$ cat config.mk
export PLATFORM = sky130hd
export DESIGN_NAME = dcrb_bank
export DESIGN_NICKNAME = d
export VERILOG_FILES = /design/src/dcrb_pkg.sv /design/src/dcrb_bank.sv /design/src/dcrb_ramp_timer.sv
export VERILOG_INCLUDE_DIRS = /design/src
export SDC_FILE = /design/constraint.sdc
export NUM_CORES = 1
export LEC_CHECK = 0
export ABC_AREA = 1
export BUFFER_PORTS_ARGS = -buffer_cell sky130_fd_sc_hd__buf_2
export CAP_MARGIN = 0
export CORE_AREA = 2 2 322 324
export DETAILED_ROUTE_END_ITERATION = 12
export DIE_AREA = 0 0 324 326
export PLACE_DENSITY_LB_ADDON = 0.15
export RECOVER_POWER = 100
export SKIP_LAST_GASP = 1
export SLEW_MARGIN = 20
export SYNTH_ARGS = -nofsm -noshare
export SYNTH_HDL_FRONTEND = slang
export SYNTH_SLANG_ARGS = --single-unit
$ cat constraint.sdc
create_clock -name clk_i -period 2.17 [get_ports clk_i]
set_input_delay 0.3255 -clock clk_i [delete_from_list [all_inputs] [get_ports clk_i]]
set_output_delay 0.3255 -clock clk_i [all_outputs]
set_load 0.05 [all_outputs]
$ cat src/dcrb_consts.svh
// register indices, field positions and reset values of the channel bank
`ifndef DCRB_CONSTS_SVH
`define DCRB_CONSTS_SVH
// word indices; byte address is four times the index
`define DCRB_IDX_CH_SEL 6'h00
`define DCRB_IDX_CHAN_FN 6'h03
`define DCRB_IDX_FREQ 6'h04
`define DCRB_IDX_PHASE 6'h05
`define DCRB_IDX_AMP 6'h06
`define DCRB_IDX_RAMP 6'h07
`define DCRB_IDX_RISE 6'h08
`define DCRB_IDX_FALL 6'h09
`define DCRB_IDX_STATUS 6'h0a
// channel function bits
`define DCRB_CF_PIPE 5
`define DCRB_CF_AUTOCLR_SWEEP 4
`define DCRB_CF_CLR_SWEEP 3
`define DCRB_CF_AUTOCLR_PHASE 2
`define DCRB_CF_CLR_PHASE 1
`define DCRB_CF_SINE 0
`define DCRB_CF_W 6
// phase offset word field
`define DCRB_PH_HI 13
// amplitude control fields
`define DCRB_AC_RATE_HI 23
`define DCRB_AC_RATE_LO 16
`define DCRB_AC_STEP_HI 15
`define DCRB_AC_STEP_LO 14
`define DCRB_AC_MULT 12
`define DCRB_AC_AUTO 11
`define DCRB_AC_LOAD 10
`define DCRB_AC_SCALE_HI 9
// sweep ramp rate fields
`define DCRB_RR_FALL_HI 15
`define DCRB_RR_FALL_LO 8
`define DCRB_RR_RISE_HI 7
// status fields
`define DCRB_ST_MULT 10
`define DCRB_ST_PCLR 9
`define DCRB_ST_SCLR 8
// reset value of every register
`define DCRB_RESET_WORD 32'h0000_0000
`endif

$ cat src/dcrb_pkg.sv
// types shared by the channel register bank
`default_nettype none
package dcrb_pkg;
  // one channel's register contents
  typedef struct packed {
    logic [5:0] chan_fn;
    logic [31:0] freq_tuning_word;
    logic [13:0] phase_offset_word;
    logic [7:0] amplitude_ramp_rate;
    logic [1:0] ramp_step;
    logic mult_en;
    logic amplitude_ramping;
    logic load_rate_on_update;
    logic [9:0] scale_factor;
    logic [7:0] falling_ramp_rate;
    logic [7:0] rising_ramp_rate;
    logic [31:0] rising_delta_word;
    logic [31:0] falling_delta_word;
  } dcrb_chan_t;

  // controls driven into one synthesizer channel
  typedef struct packed {
    logic [31:0] freq_tuning_word;
    logic [13:0] phase_offset_word;
    logic [31:0] rising_delta_word;
    logic [31:0] falling_delta_word;
    logic [7:0] rising_ramp_rate;
    logic [7:0] falling_ramp_rate;
    logic [9:0] scale_factor;
    logic [1:0] ramp_step;
    logic pipe_match;
    logic sine_sel;
    logic phase_clr_async;
    logic sweep_clr_async;
    logic phase_clr_sync;
    logic sweep_clr_sync;
    logic amp_clk_en;
    logic amp_bypass;
    logic amp_auto;
    logic amp_ramp_tick;
  } dcrb_core_t;
endpackage : dcrb_pkg
`default_nettype wire

$ cat src/dcrb_bank.sv
// per-channel register bank of a two-channel synthesizer, wishbone slave
//
// Implementation choice: the Wishbone slave port.
`timescale 1ns/1ps
`default_nettype none
`include "dcrb_consts.svh"
module dcrb_bank
  import dcrb_pkg::*;
#(
  parameter int NUM_CH = 2
) (
  input wire logic clk_i,
  input wire logic rst_i,
  input wire logic cyc_i,
  input wire logic stb_i,
  input wire logic we_i,
  input wire logic [7:0] adr_i,
  input wire logic [3:0] sel_i,
  input wire logic [31:0] dat_i,
  output logic [31:0] dat_o,
  output logic ack_o,
  input wire logic update_i,
  output var dcrb_core_t [NUM_CH-1:0] core_o
);
  localparam int CH_W = (NUM_CH > 1) ? $clog2(NUM_CH) : 1;

  typedef struct packed {
    dcrb_chan_t [NUM_CH-1:0] shadow;
    dcrb_chan_t [NUM_CH-1:0] active;
    logic [CH_W-1:0] ch_sel;
    logic ack;
    logic [31:0] rdata;
    logic [NUM_CH-1:0] phase_pulse;
    logic [NUM_CH-1:0] sweep_pulse;
  } dcrb_state_t;

  dcrb_state_t q;
  dcrb_state_t next_q;
  logic [5:0] widx;
  logic req;
  logic [31:0] merged;
  logic [31:0] status;
  logic [NUM_CH-1:0] tick;
  logic [NUM_CH-1:0][7:0] ramp_count;

  // ==========================================================
  // register image of one channel
  function automatic logic [31:0] reg_word(dcrb_chan_t c,
                                           logic [5:0] idx);
    logic [31:0] w;
    w = `DCRB_RESET_WORD;
    case (idx)
      `DCRB_IDX_CHAN_FN: w[`DCRB_CF_W-1:0] = c.chan_fn;
      `DCRB_IDX_FREQ: w = c.freq_tuning_word;
      `DCRB_IDX_PHASE: w[`DCRB_PH_HI:0] = c.phase_offset_word;
      `DCRB_IDX_AMP:
      begin
        w[`DCRB_AC_RATE_HI:`DCRB_AC_RATE_LO] = c.amplitude_ramp_rate;
        w[`DCRB_AC_STEP_HI:`DCRB_AC_STEP_LO] = c.ramp_step;
        w[`DCRB_AC_MULT] = c.mult_en;
        w[`DCRB_AC_AUTO] = c.amplitude_ramping;
        w[`DCRB_AC_LOAD] = c.load_rate_on_update;
        w[`DCRB_AC_SCALE_HI:0] = c.scale_factor;
      end
      `DCRB_IDX_RAMP:
      begin
        w[`DCRB_RR_FALL_HI:`DCRB_RR_FALL_LO] = c.falling_ramp_rate;
        w[`DCRB_RR_RISE_HI:0] = c.rising_ramp_rate;
      end
      `DCRB_IDX_RISE: w = c.rising_delta_word;
      `DCRB_IDX_FALL: w = c.falling_delta_word;
      default: w = `DCRB_RESET_WORD;
    endcase
    return w;
  endfunction : reg_word

  // store a word; bits outside the fields are dropped
  function automatic dcrb_chan_t reg_store(dcrb_chan_t c,
                                           logic [5:0] idx,
                                           logic [31:0] w);
    dcrb_chan_t r;
    r = c;
    case (idx)
      `DCRB_IDX_CHAN_FN: r.chan_fn = w[`DCRB_CF_W-1:0];
      `DCRB_IDX_FREQ: r.freq_tuning_word = w;
      `DCRB_IDX_PHASE: r.phase_offset_word = w[`DCRB_PH_HI:0];
      `DCRB_IDX_AMP:
      begin
        r.amplitude_ramp_rate = w[`DCRB_AC_RATE_HI:`DCRB_AC_RATE_LO];
        r.ramp_step = w[`DCRB_AC_STEP_HI:`DCRB_AC_STEP_LO];
        r.mult_en = w[`DCRB_AC_MULT];
        r.amplitude_ramping = w[`DCRB_AC_AUTO];
        r.load_rate_on_update = w[`DCRB_AC_LOAD];
        r.scale_factor = w[`DCRB_AC_SCALE_HI:0];
      end
      `DCRB_IDX_RAMP:
      begin
        r.falling_ramp_rate = w[`DCRB_RR_FALL_HI:`DCRB_RR_FALL_LO];
        r.rising_ramp_rate = w[`DCRB_RR_RISE_HI:0];
      end
      `DCRB_IDX_RISE: r.rising_delta_word = w;
      `DCRB_IDX_FALL: r.falling_delta_word = w;
      default: r = c;
    endcase
    return r;
  endfunction : reg_store

  // byte-lane merge of a write
  function automatic logic [31:0] lane_merge(logic [31:0] old_w,
                                             logic [31:0] new_w,
                                             logic [3:0] sel);
    logic [31:0] m;
    m = old_w;
    for (int b = 0; b < 4; b++)
    begin
      if (sel[b])
        m[b*8 +: 8] = new_w[b*8 +: 8];
    end
    return m;
  endfunction : lane_merge

  // ==========================================================
  // bus decode and status
  assign widx = adr_i[7:2];
  assign req = cyc_i && stb_i;

  always_comb
  begin
    status = `DCRB_RESET_WORD;
    status[7:0] = ramp_count[q.ch_sel];
    status[`DCRB_ST_SCLR] = q.active[q.ch_sel].chan_fn[`DCRB_CF_CLR_SWEEP];
    status[`DCRB_ST_PCLR] = q.active[q.ch_sel].chan_fn[`DCRB_CF_CLR_PHASE];
    status[`DCRB_ST_MULT] = q.active[q.ch_sel].mult_en;
  end

  always_comb
  begin
    if (widx == `DCRB_IDX_CH_SEL)
      merged = lane_merge(32'(q.ch_sel), dat_i, sel_i);
    else
      merged = lane_merge(reg_word(q.shadow[q.ch_sel], widx), dat_i,
                          sel_i);
  end

  // ==========================================================
  // next state
  always_comb
  begin
    next_q = q;
    next_q.ack = req && !q.ack;
    if (req && !q.ack)
    begin
      if (widx == `DCRB_IDX_CH_SEL)
        next_q.rdata = 32'(q.ch_sel);
      else if (widx == `DCRB_IDX_STATUS)
        next_q.rdata = status;
      else
        next_q.rdata = reg_word(q.shadow[q.ch_sel], widx);
    end
    // write commits at the edge that ends the cycle
    if (req && we_i && q.ack)
    begin
      if (widx == `DCRB_IDX_CH_SEL)
        next_q.ch_sel = merged[CH_W-1:0];
      else
        next_q.shadow[q.ch_sel] = reg_store(q.shadow[q.ch_sel], widx,
                                            merged);
    end
    for (int ch = 0; ch < NUM_CH; ch++)
    begin
      if (update_i)
        next_q.active[ch] = q.shadow[ch];
      next_q.sweep_pulse[ch] = update_i &&
        q.shadow[ch].chan_fn[`DCRB_CF_AUTOCLR_SWEEP];
      next_q.phase_pulse[ch] = update_i &&
        q.shadow[ch].chan_fn[`DCRB_CF_AUTOCLR_PHASE];
    end
  end

  always_ff @(posedge clk_i)
  begin
    if (rst_i)
      q <= '0;
    else
      q <= next_q;
  end

  assign ack_o = q.ack;
  assign dat_o = q.rdata;

  // ==========================================================
  // channel outputs
  for (genvar g = 0; g < NUM_CH; g++)
  begin : g_ch
    dcrb_ramp_timer #(
      .W(8)
    ) u_timer (
      .clk_i(clk_i),
      .rst_i(rst_i),
      .run_i(q.active[g].mult_en && q.active[g].amplitude_ramping),
      .rate_i(q.active[g].amplitude_ramp_rate),
      .load_on_update_i(q.active[g].load_rate_on_update),
      .update_i(update_i),
      .tick_o(tick[g]),
      .count_o(ramp_count[g])
    );

    always_comb
    begin
      core_o[g].freq_tuning_word = q.active[g].freq_tuning_word;
      core_o[g].phase_offset_word = q.active[g].phase_offset_word;
      core_o[g].rising_delta_word = q.active[g].rising_delta_word;
      core_o[g].falling_delta_word = q.active[g].falling_delta_word;
      core_o[g].rising_ramp_rate = q.active[g].rising_ramp_rate;
      core_o[g].falling_ramp_rate = q.active[g].falling_ramp_rate;
      core_o[g].scale_factor = q.active[g].scale_factor;
      core_o[g].ramp_step = q.active[g].ramp_step;
      core_o[g].pipe_match = q.active[g].chan_fn[`DCRB_CF_PIPE];
      core_o[g].sine_sel = q.active[g].chan_fn[`DCRB_CF_SINE];
      core_o[g].phase_clr_async = q.active[g].chan_fn[`DCRB_CF_CLR_PHASE];
      core_o[g].sweep_clr_async = q.active[g].chan_fn[`DCRB_CF_CLR_SWEEP];
      core_o[g].phase_clr_sync = q.phase_pulse[g];
      core_o[g].sweep_clr_sync = q.sweep_pulse[g];
      // clocks gated and data bypassed when off
      core_o[g].amp_clk_en = q.active[g].mult_en;
      core_o[g].amp_bypass = !q.active[g].mult_en;
      core_o[g].amp_auto = q.active[g].mult_en &&
        q.active[g].amplitude_ramping;
      core_o[g].amp_ramp_tick = tick[g];
    end
  end

  // ==========================================================
  // checks on channel 0 and the bus
  logic upd_sweep0;
  logic upd_phase0;
  assign upd_sweep0 = update_i &&
    q.shadow[0].chan_fn[`DCRB_CF_AUTOCLR_SWEEP];
  assign upd_phase0 = update_i &&
    q.shadow[0].chan_fn[`DCRB_CF_AUTOCLR_PHASE];

  property p_pipe;
    @(posedge clk_i) disable iff (rst_i)
    update_i |=> core_o[0].pipe_match ==
      $past(q.shadow[0].chan_fn[`DCRB_CF_PIPE]);
  endproperty
  a_pipe: assert property (p_pipe)
    else $error("pipe delay mode not taken on update");

  property p_sweep_pulse;
    @(posedge clk_i) disable iff (rst_i)
    ##1 (core_o[0].sweep_clr_sync == $past(upd_sweep0));
  endproperty
  a_sweep_pulse: assert property (p_sweep_pulse)
    else $error("sweep clear pulse wrong");

  property p_sweep_hold;
    @(posedge clk_i) disable iff (rst_i)
    $rose(core_o[0].sweep_clr_async) |-> $past(update_i);
  endproperty
  a_sweep_hold: assert property (p_sweep_hold)
    else $error("sweep hold clear rose without update");

  property p_phase_pulse;
    @(posedge clk_i) disable iff (rst_i)
    upd_phase0 ##1 !update_i |-> core_o[0].phase_clr_sync ##1
      !core_o[0].phase_clr_sync;
  endproperty
  a_phase_pulse: assert property (p_phase_pulse)
    else $error("phase clear pulse not one cycle");

  property p_phase_hold;
    @(posedge clk_i) disable iff (rst_i)
    $changed(core_o[0].phase_clr_async) |-> $past(update_i);
  endproperty
  a_phase_hold: assert property (p_phase_hold)
    else $error("phase hold clear changed without update");

  property p_sine;
    @(posedge clk_i) disable iff (rst_i)
    $changed(core_o[0].sine_sel) |-> $past(update_i);
  endproperty
  a_sine: assert property (p_sine)
    else $error("wave select changed without update");

  property p_bypass;
    @(posedge clk_i) disable iff (rst_i)
    update_i |=> core_o[0].amp_clk_en == $past(q.shadow[0].mult_en) &&
      core_o[0].amp_bypass != core_o[0].amp_clk_en;
  endproperty
  a_bypass: assert property (p_bypass)
    else $error("bypass and clock enable disagree");

  property p_auto;
    @(posedge clk_i) disable iff (rst_i)
    core_o[0].amp_auto |-> core_o[0].amp_clk_en;
  endproperty
  a_auto: assert property (p_auto)
    else $error("auto ramp without multiplier");

  property p_update;
    @(posedge clk_i) disable iff (rst_i)
    update_i |=> core_o[0].freq_tuning_word ==
      $past(q.shadow[0].freq_tuning_word);
  endproperty
  a_update: assert property (p_update)
    else $error("update did not move tuning word");

  property p_unused_zero;
    @(posedge clk_i) disable iff (rst_i)
    (ack_o && !we_i && widx == `DCRB_IDX_CHAN_FN) |->
      dat_o[31:`DCRB_CF_W] == '0;
  endproperty
  a_unused_zero: assert property (p_unused_zero)
    else $error("unused function bits read nonzero");

  property p_ack_once;
    @(posedge clk_i) disable iff (rst_i)
    ack_o |=> !ack_o;
  endproperty
  a_ack_once: assert property (p_ack_once)
    else $error("ack held longer than one cycle");

  c_write: cover property (@(posedge clk_i) disable iff (rst_i)
    ack_o && we_i && widx == `DCRB_IDX_FREQ);
  c_autoclr: cover property (@(posedge clk_i) disable iff (rst_i)
    core_o[0].phase_clr_sync);
  c_auto_ramp: cover property (@(posedge clk_i) disable iff (rst_i)
    core_o[0].amp_auto && core_o[0].amp_ramp_tick);
endmodule : dcrb_bank
`default_nettype wire

$ cat src/dcrb_ramp_timer.sv
// amplitude ramp rate timer of one channel
`timescale 1ns/1ps
`default_nettype none
module dcrb_ramp_timer #(
  parameter int W = 8
) (
  input wire logic clk_i,
  input wire logic rst_i,
  input wire logic run_i,
  input wire logic [W-1:0] rate_i,
  input wire logic load_on_update_i,
  input wire logic update_i,
  output logic tick_o,
  output logic [W-1:0] count_o
);
  typedef struct packed {
    logic [W-1:0] cnt;
  } dcrb_tmr_state_t;

  dcrb_tmr_state_t q;
  dcrb_tmr_state_t next_q;
  logic timeout;

  // ==========================================================
  // countdown
  always_comb
  begin
    next_q = q;
    timeout = run_i && (q.cnt <= W'(1));
    if (!run_i)
      next_q.cnt = rate_i;
    else if (timeout || (load_on_update_i && update_i))
      next_q.cnt = rate_i;
    else
      next_q.cnt = q.cnt - W'(1);
  end

  always_ff @(posedge clk_i)
  begin
    if (rst_i)
      q <= '0;
    else
      q <= next_q;
  end

  assign tick_o = timeout;
  assign count_o = q.cnt;

  // ==========================================================
  // checks
  property p_reload_timeout;
    @(posedge clk_i) disable iff (rst_i)
    (run_i && q.cnt == W'(1)) |=> (q.cnt == $past(rate_i));
  endproperty
  a_reload_timeout: assert property (p_reload_timeout)
    else $error("ramp timer did not reload on timeout");

  property p_no_update_reload;
    @(posedge clk_i) disable iff (rst_i)
    (run_i && !load_on_update_i && q.cnt > W'(2)) |=>
      (q.cnt == $past(q.cnt) - W'(1));
  endproperty
  a_no_update_reload: assert property (p_no_update_reload)
    else $error("ramp timer reloaded without timeout");

  c_tick: cover property (@(posedge clk_i) disable iff (rst_i) tick_o);
endmodule : dcrb_ramp_timer
`default_nettype wire

## After elaboration in Yosys (flattened, before gate mapping)

Index checks and enable logic that the tools add are counted.

| storage, ports and cells | value |
|---|---|
| bits in registers | 674 |
| output and inout bits | 329 |
| logic and storage cells | 149 |

| operators by class | value |
|---|---|
| reduce and logical (&&, ||, !) cells | 23 |
| bitwise operators | 1 |
| multiplexer cells | 52 |
| order comparisons | 4 |
| $add $sub $neg | 2 |
| equality and inequality tests | 8 |

Operators by type and width:

| cell | number |
|---|---|
| two-way mux 155 bit | 3 |
| two-way mux 32 bit | 12 |
| bitwise mux 310 bit | 1 |
| two-way mux 153 bit | 2 |
| demux 155 bit (select 1 bit) | 1 |
| two-way mux 8 bit | 14 |
| two-way mux 23 bit | 3 |
| two-way mux 16 bit | 3 |
| two-way mux 14 bit | 3 |
| one-hot mux 6 bit (7 select lines) | 1 |
| one-hot mux 7 bit (6 select lines) | 1 |
| one-hot mux 6 bit (6 select lines) | 1 |
| one-hot mux 8 bit (4 select lines) | 1 |
| == test 6 x 3 -> 1 bit, second input constant | 4 |
| one-hot mux 8 bit (3 select lines) | 1 |
| == test 6 x 4 -> 1 bit, second input constant | 3 |
| two-way mux 6 bit | 3 |
| less-or-equal comparator 8 x 1 -> 1 bit, second input constant | 2 |
| subtractor 8 x 1 -> 8 bit, second input constant | 2 |
| logical AND 1 bit | 15 |
| one-hot mux 2 bit (5 select lines) | 1 |
| == test 6 x 2 -> 1 bit, second input constant | 1 |
| logical NOT 6 bit | 1 |
| one-hot mux 1 bit (5 select lines) | 1 |
| 6 further kinds | 10 |

## Logic depth before layout (Yosys ltp)

Gate-level depths: netlist of run 1.

| depth | value |
|---|---|
| word-level depth | 9 |
| mapped depth | 13 |

## By module

A second synthesis of run 1 with hierarchy kept.

| second synthesis, totals | value |
|---|---|
| cell total of the unflattened synthesis | 4318 |
| area, all modules | 30804.5 sq um |

By module, submodules not included:

| module | instances | area each (sq um) | sequential area each (sq um) | cells an instance |
|---|---|---|---|---|
| dcrb_bank | 1 | 29666.0 | 13092.6 | 4122 |
| dcrb_ramp_timer | 2 | 569.3 | 160.2 | 98 |

## Least setup slack after synthesis of run 1

OpenSTA, ideal clock, no wires.

| timing | value |
|---|---|
| kind | register to register |
| start point | reg q, in the netlist ack_o |
| end point | reg q[368] (netlist bit) |
| slack | 331 ps |
| stages on the path, launching flop included | 8 |
| arrival time | 1711 ps |
| setup time | 128 ps |
| cells stage by stage | dfxtp_1 -> nand2_1 -> nor2_1 -> nand2_1 -> nor2_1 -> clkbuf_1 -> buf_1 -> a21oi_1 |

| on the way | value |
|---|---|
| longest elaborated chain between the ends | 2 |

RTL lines:

| element | RTL line | text |
|---|---|---|
| start, declared | dcrb_bank.sv:37 | `dcrb_state_t q;` |
| start signal, assigned | dcrb_bank.sv:185 | `q <= next_q;` |
| logical AND 1 bit | dcrb_bank.sv:161 | `if (req && we_i && q.ack)` |
| AND reduction 2 bit (no source line) | -- |  |

No other way between the ends.
A chain may end at the register's enable or synchronous reset.

## Worst setup path after layout of run 1

| timing | value |
|---|---|
| start point | reg q[37] (netlist bit) |
| end point | reg q, in the netlist dat_o[0] |

| on the way | value |
|---|---|
| longest elaborated chain between the ends | 5 |
| elaborated cells between the ends (all ways) | 7 |

RTL lines:

| element | RTL line | text |
|---|---|---|
| two-way mux 155 bit (not written as such) (2 in a row) | dcrb_bank.sv:158 | `next_q.rdata = reg_word(q.shadow[q.ch_sel], widx);` |
| one-hot mux 6 bit (7 select lines) | dcrb_bank.sv:52 | `case (idx)` |
| two-way mux 32 bit | dcrb_bank.sv:155 | `` else if (widx == `DCRB_IDX_STATUS) `` |
| two-way mux 32 bit (*) | dcrb_bank.sv:153 | `` if (widx == `DCRB_IDX_CH_SEL) `` |

Every way passes the cells marked *; elsewhere a longest branch is shown, timed or not. The select of a mux whose other input is x is not followed.

==> reports/summary.txt, run 1 <==
status -> finished, violations left
failing checks -> setup timing
synthesized area -> 0.0304 mm^2
clock-pin slew on the worst setup and hold paths -> 0.06 ns
Cell Pwr Density -> 800 mW/mm^2
gr usage total -> 23.8%
total negative slack -> -2.52 ns
area of the multi-input gates -> 0.0144 mm^2
unrepaired setup endpoints after global routing -> true
Slew Viols, Final -> 0
CTS sink cnt -> 670
Initial Utilization -> 29.6%
filler instances -> 11,196
Critical Path Start Type -> flip-flop
routed vias/inst -> 4.95
Inst Count DP -> 5,678
Synth top area share -> 44.1%
DRC viols -> 0
Pre-antenna DRT Iters -> 5
vias in the first global route -> 27,420
Hold Path Sink -> q[411]$_SDFFE_PP0P_
Port Buffers -> 376
worst r2r src -> q[37]$_SDFFE_PP0P_
initial antenna violation count -> 5
setup slack, reg-to-reg -> -0.11 ns
Ports -> 379
clk root buf -> clkbuf_16
Yosys warning count -> 0
Hold Startpoint -> rst_i
antenna-violating nets left -> 0
Pwr Total -> 30,300 uW
largest cells by area after synthesis -> dfxtp_1, o21ai_0, buf_4, nand2_1, a21oi_1
Mapped Cells -> 4,237
grt total ovfl -> 0
CTS tree -> done
Placer Congestion -> 0.922
largest net degree at the start of global routing -> 158
Crit Path Max Fanout -> 6
clock buffer count from CTS -> 81
placement row count -> 118
FF-to-FF path depth -> 12
clk_skew -> 0.0294 ns
die area -> 0.106 mm^2
register area share after synthesis -> 44.1%
worst-skew pair later-pin latency -> 0.66 ns
H-tree depth -> 3
Slew HR -> 12.7%
IR drop worst, VDD -> 0.000549 V
Clock Tree Buf Depth -> 3
Worst-Margin Slew -> 1.31 ns
sequential cell area -> 0.0134 mm^2
first-pass GRT wire length -> 187,000 um
post-synth cell types -> 31
Post-Syn Area per Cell -> 7.18 um^2
pre-CTS setup slack -> -0.627 ns
Synth area leader -> dfxtp_1
detailed placement HPWL -> 94,000 um
Area Overhead vs Synth -> 24.4%
vias -> 28,975
Yosys reg bits -> 670
Routed WL -> 131,000 um
Die Span Y -> 326 um
P_leak -> 0.0150 uW
final std cells w/o fill -> 5,852
Core ar. -> 0.103 mm^2
kind of critical path -> reg -> reg
final hold violation count -> 0
worst endpoint required time -> 2.69 ns
final worst slack -> -0.108 ns
CP Data Arrival Time -> 2.80 ns
ratio of cells with drive above 1 in the final layout -> 21.3%
nets -> 4,454
final period utilization -> 105%
# setup viols final -> 82
max cap viols -> 0
f_max -> 439 MHz
DRT iter0 DRCs -> 2,553
Critical R2R Capture -> dat_o[0]$_SDFFE_PP0P_
WHS Path Cells -> 4
Die X-Extent -> 324 um
WL/cell -> 22.3 um
Synth Net Count -> 4,291
HP Class -> in -> reg
Tmin final -> 2.28 ns
critical path endpoint category -> flip-flop
Yosys cell counts:
cell type,n
clkbuf_1,242
a31oi_1,5
nand2_1,610
or2_2,84
ha_1,4
o21ai_1,28
nand3_2,1
inv_2,5
nand2_2,5
buf_1,15
xor2_1,3
buf_2,40
nor2_8,1
buf_4,327
nor4_4,1
o2111ai_1,6
nand4_1,3
clkinv_1,4
dfxtp_1,670
a21oi_1,446
nor2_2,4
nor3_1,2
a211oi_1,2
nor2_4,6
xnor2_1,3
o211ai_1,1
o21ai_0,771
inv_1,122
mux2i_1,7
nand3_1,231
nor2_1,588
cell families after synthesis:
kind of cell / Yosys count / share of synthesized area (%)
AND/OR/NAND/NOR: 1536 / 21.0
adder cells (fa/ha/maj): 4 / 0.165
flip-flops: 670 / 44.1
multiplexers: 7 / 0.230
AO/OA/AOI/OAI: 1259 / 20.8
buffers and inverters: 755 / 13.5
XOR/XNOR: 6 / 0.173
cells in the final DEF, fill, tap and decap left out, types with 5 or more instances in the layout:
cell type	Yosys	layout
a21oi_1	446	437
a21oi_2	0	9
a31oi_1	5	5
buf_12	0	54
buf_2	40	48
buf_4	327	225
buf_6	0	31
buf_8	0	10
bufinv_16	0	10
clkbuf_1	242	342
clkbuf_16	0	85
clkbuf_8	0	14
clkinv_2	0	17
dfxtp_1	670	666
diode_2	0	6
inv_1	122	112
inv_2	5	10
mux2i_1	7	6
nand2_1	610	466
nand2_2	5	139
nand2_4	0	10
nand3_1	231	152
nand3_2	1	63
nand3_4	0	17
nor2_1	588	551
nor2_2	4	28
nor2_4	6	19
o2111ai_1	6	5
o21ai_0	771	704
o21ai_1	28	50
o21ai_2	0	28
o21ai_4	0	17
or2_2	84	73
or2_4	0	11
where the power goes:
group	internal, uW	switching, uW	leakage, uW
combinational	643	2300	0.00820
sequential	12600	191	0.00546
clock	8770	5740	0.00139
timing repair:
action,4_1_cts,5_1_grt
pin swaps,14,116
gates resized for setup,166,378
endpoints found under the setup margin,244,301
hold buffers,1,0
buffers inserted,8,14
hold endpoints to repair,1,0
gates cloned,3,1
layout make-up:
| class | instances | area share, % |
|---|---|---|
| repair buffers | 704 | 13.0 |
| clock buffers | 113 | 6.22 |
| multi-input cells | 2812 | 38.2 |
| inverters | 131 | 1.35 |
| well taps | 1380 | 4.56 |
| diodes | 6 | 0.0397 |
| clock inverters | 36 | 1.23 |
| flip-flops and latches | 670 | 35.5 |
routing by layer:
layer  share of wire, %  vias up  GRT usage [%]  wire length [um]
li1                   -    14032              -                 -
met1                 46    13879           32.9             59500
met2                 44      872           37.5             58000
met3                7.2      192           5.23              9340
met4                2.9        0           6.04              3750
met5                  0        -              0                 0
critical path, cell delays in order (launching register included):
cell and delay, ns:
dfxtp_4 0.38, clkinv_4 0.07, buf_16 0.14, buf_12 0.16, buf_6 0.14, nand2_1 0.07, o21ai_2 0.10, nor2_1 0.10
nor2_2 0.18, buf_4 0.13, nand4_1 0.27, a211oi_2 0.33, nor2_1 0.07
flip-flops by register name, indices dropped and copies added (netlist names):
register	count
ack_o	1
core_o	290
g_ch.u_timer.count_o	16
dat_o	32
q	331
how the worst max path moves through the flow:
stage	from	end	cells past startpoint
after floorplan	ack_o$_SDFF_PP0_	q[368]$_SDFFE_PP0P_	7
after global placement	q[37]$_SDFFE_PP0P_	q[358]$_SDFFE_PP0P_	12
after detailed placement	q[37]$_SDFFE_PP0P_	q[545]$_SDFFE_PP0P_	12
after CTS	q[37]$_SDFFE_PP0P_	q[389]$_SDFFE_PP0P_	13
after global routing	q[37]$_SDFFE_PP0P_	dat_o[0]$_SDFFE_PP0P_	12
final	q[37]$_SDFFE_PP0P_	dat_o[0]$_SDFFE_PP0P_	12
per-stage QoR:
step | hold WS (ns) | util (%) | instance area, um^2
6_report | 0.129 | 36.9 | 37800
3_5_place_dp | 0.454 | 32.6 | 33400
4_1_cts | 0.102 | 36.0 | 36900
3_3_place_gp | 0.449 | 32.6 | 33400
2_1_floorplan | 0.422 | - | 30400
5_1_grt | 0.143 | 36.9 | 37800
(Power assumes the default switching activity.)
==> run 2: changes to the inputs <==
--- a/config.mk
+++ b/config.mk
@@ -12,7 +12,6 @@
 export CORE_AREA = 2 2 322 324
 export DETAILED_ROUTE_END_ITERATION = 12
 export DIE_AREA = 0 0 324 326
-export PLACE_DENSITY_LB_ADDON = 0.15
 export RECOVER_POWER = 100
 export SKIP_LAST_GASP = 1
 export SLEW_MARGIN = 20
==> run 2 against run 1 <==
The run still ends with setup timing left. Final cell count fell by 0.87%. Non-clock buffer count fell by 33. Clock power fell by 7%. Clock skew barely moved. Largest cell class unchanged. Largest power group unchanged.
==> reports/summary.txt, run 2 (synthesized netlist as in run 1, its figures left out) <==
commonest non-fill, non-tap cell in the layout -> o21ai_0
critical path endpoint category -> flip-flop
Slew HR -> 13.9% (+1.2 points)
antenna-violating nets left -> 0 (unchanged)
worst r2r src -> q[37]$_SDFFE_PP0P_
crit-path cells -> buf_12 -> buf_12 -> or2_2 -> o21ai_4 -> nor2_2 -> nor2_1 -> buf_4 -> nand3_2 -> nand2_2 -> buf_12 -> nand3_1 -> nand2_2 -> a21oi_1
routed vias/inst -> 4.99 (+0.71%)
vias -> 28,926 (-0.17%)
gr usage total -> 22.5% (-1.4 points)
max reg flops -> 331 (unchanged)
first-pass GRT wire length -> 178,000 um (-4.9%)
largest register by flop count -> q
final hold violation count -> 0 (unchanged)
hold slack -> 0.137 ns (+0.00812 ns)
fin util -> 35.4% (-1.5 points)
initial antenna violation count -> 2 (-3)
f_max -> 451 MHz (+2.7%)
DRT iter0 DRCs -> 3,081 (+21%)
CTS sink cnt -> 670 (unchanged)
status -> finished, violations left
CTS tree -> done
failing checks -> setup timing
IR drop worst, VDD -> 0.000507 V (-7.7%)
Hold Startpoint -> rst_i
clk root buf -> clkbuf_16
Port Buffers -> 376 (unchanged)
leading cell types in the layout, fill and taps excluded -> o21ai_0, dfxtp_1, nor2_1, nand2_1, a21oi_1
WL/cell -> 21.6 um (-3.3%)
Worst-Margin Slew -> 1.29 ns (-0.0174 ns)
CP Data Arrival Time -> 2.72 ns (-0.08 ns)
Routed WL -> 125,000 um (-4.2%)
Crit Path Max Fanout -> 14 (+8)
Pre-antenna DRT Iters -> 6 (+1)
worst endpoint required time -> 2.67 ns (-0.02 ns)
Die X-Extent -> 324 um (unchanged)
Die Span Y -> 326 um (unchanged)
grt total ovfl -> 0 (unchanged)
Cell Pwr Density -> 804 mW/mm^2 (+0.47%)
final worst slack -> -0.0480 ns (+0.0600 ns)
nets -> 4,416 (-0.85%)
P_leak -> 0.0146 uW (-2.9%)
H-tree depth -> 3 (unchanged)
Crit path largest cell delay -> 0.39 ns (about the same)
Critical-path top delay cell -> dfxtp_4
Core ar. -> 0.103 mm^2 (unchanged)
largest net degree at the start of global routing -> 158 (unchanged)
Worst Setup SP -> q[37]$_SDFFE_PP0P_
ratio of cells with drive above 1 in the final layout -> 17.1% (-4.3 points)
placement row count -> 118 (unchanged)
unrepaired setup endpoints after global routing -> true
worst-skew pair later-pin latency -> 0.65 ns (about the same)
die area -> 0.106 mm^2 (unchanged)
clock buffer count from CTS -> 76 (-6.2%)
max cap viols -> 0 (unchanged)
Area Overhead vs Synth -> 19.4%
clock-pin slew on the worst setup and hold paths -> 0.07 ns (about the same)
clk_skew -> 0.0294 ns (-0.0000394 ns)
final period utilization -> 102% (-2.8 points)
DRC viols -> 0 (unchanged)
HP Class -> in -> reg
Tmin final -> 2.22 ns (-0.0600 ns)
Clock Tree Buf Depth -> 3 (unchanged)
kind of critical path -> reg -> reg
Initial Utilization -> 29.6% (unchanged)
Placer Congestion -> 0.979 (+6.2%)
Slew Viols, Final -> 0 (unchanged)
# setup viols final -> 41 (-50%)
vias in the first global route -> 26,562 (-3.1%)
detailed placement HPWL -> 91,300 um (-2.9%)
Critical Path Start Type -> flip-flop
Ports -> 379 (unchanged)
Top cell by count, worst path -> buf_12
run 2: cell types whose count changed in the layout (fill, tap and decap cells not counted), moves of 10 or more:
cell	change
nand2_1	+69
nand2_2	-67
nand3_1	+36
o21ai_0	+28
nand3_2	-23
buf_12	-17
o21ai_2	-14
nand3_4	-13
nor2_1	+11
o21ai_4	-11
buf_6	-10
run 2: metrics by stage:
stage                     setup WS [ns]  total power (uW)  setup TNS, ns  instances  cell area [um^2]
final                           -0.0480             29200         -0.822       5801             36300
after global routing             -0.111             30100          -6.20       5800             36300
after CTS                       -0.0492             29400         -0.647       5787             36200
after detailed placement         -0.439             16000         -75.18       5647             33100
after global placement           -0.436             16000         -69.31       5647             33100
after floorplan                   0.331             15300              0       4237             30400
run 2: final cells by class:
type                    instances  area (um^2)
diodes                          1         2.50
clock buffers                 114         2280
clock inverters                22          295
fillers                     10886        66300
inverters                     131          517
multi-input cells            2812        13700
flip-flops and latches        670        13400
well taps                    1380         1730
repair buffers                671         4390
run 2: timing repair:
action                     4_1_cts  5_1_grt
gates resized for setup        143      145
hold buffers                     1        0
pin swaps                       28       39
buffers inserted                 4        9
gates cloned                     0        6
setup endpoints to repair      187      239
hold endpoints to repair         1        0
run 2: worst max-delay path, delay by kind of cell (launching register included):
| family | cells | cell delay, ns |
|---|---|---|
| buffers and inverters | 4 | 0.63 |
| DFF | 1 | 0.39 |
| and+or+nand+nor | 7 | 0.87 |
| AOI/OAI and AO/OA | 2 | 0.16 |
run 2: worst paths after layout:
path / end / slack (ns) / cells after the start
min reg2reg: dat_o[14]$_SDFFE_PP0P_ / 0.47 / 2
min: q[653]$_SDFFE_PP0P_ / 0.14 / 4
max: q[616]$_SDFFE_PP0P_ / -0.05 / 13
max reg2reg: q[616]$_SDFFE_PP0P_ / -0.05 / 13
run 2: routing by layer:
| layer | vias up | GRT usage, % | part of all wire (%) |
|---|---|---|---|
| li1 | 13916 | - | - |
| met1 | 13632 | 30.3 | 43 |
| met2 | 1171 | 33.8 | 44 |
| met3 | 207 | 6.99 | 10 |
| met4 | 0 | 7.65 | 3.4 |
| met5 | - | 0 | 0 |
run 2: power breakdown:
group	switching, uW	internal, uW	total [uW]
clock network	5490	7980	13500
registers	181	12600	12800
logic	2300	618	2920
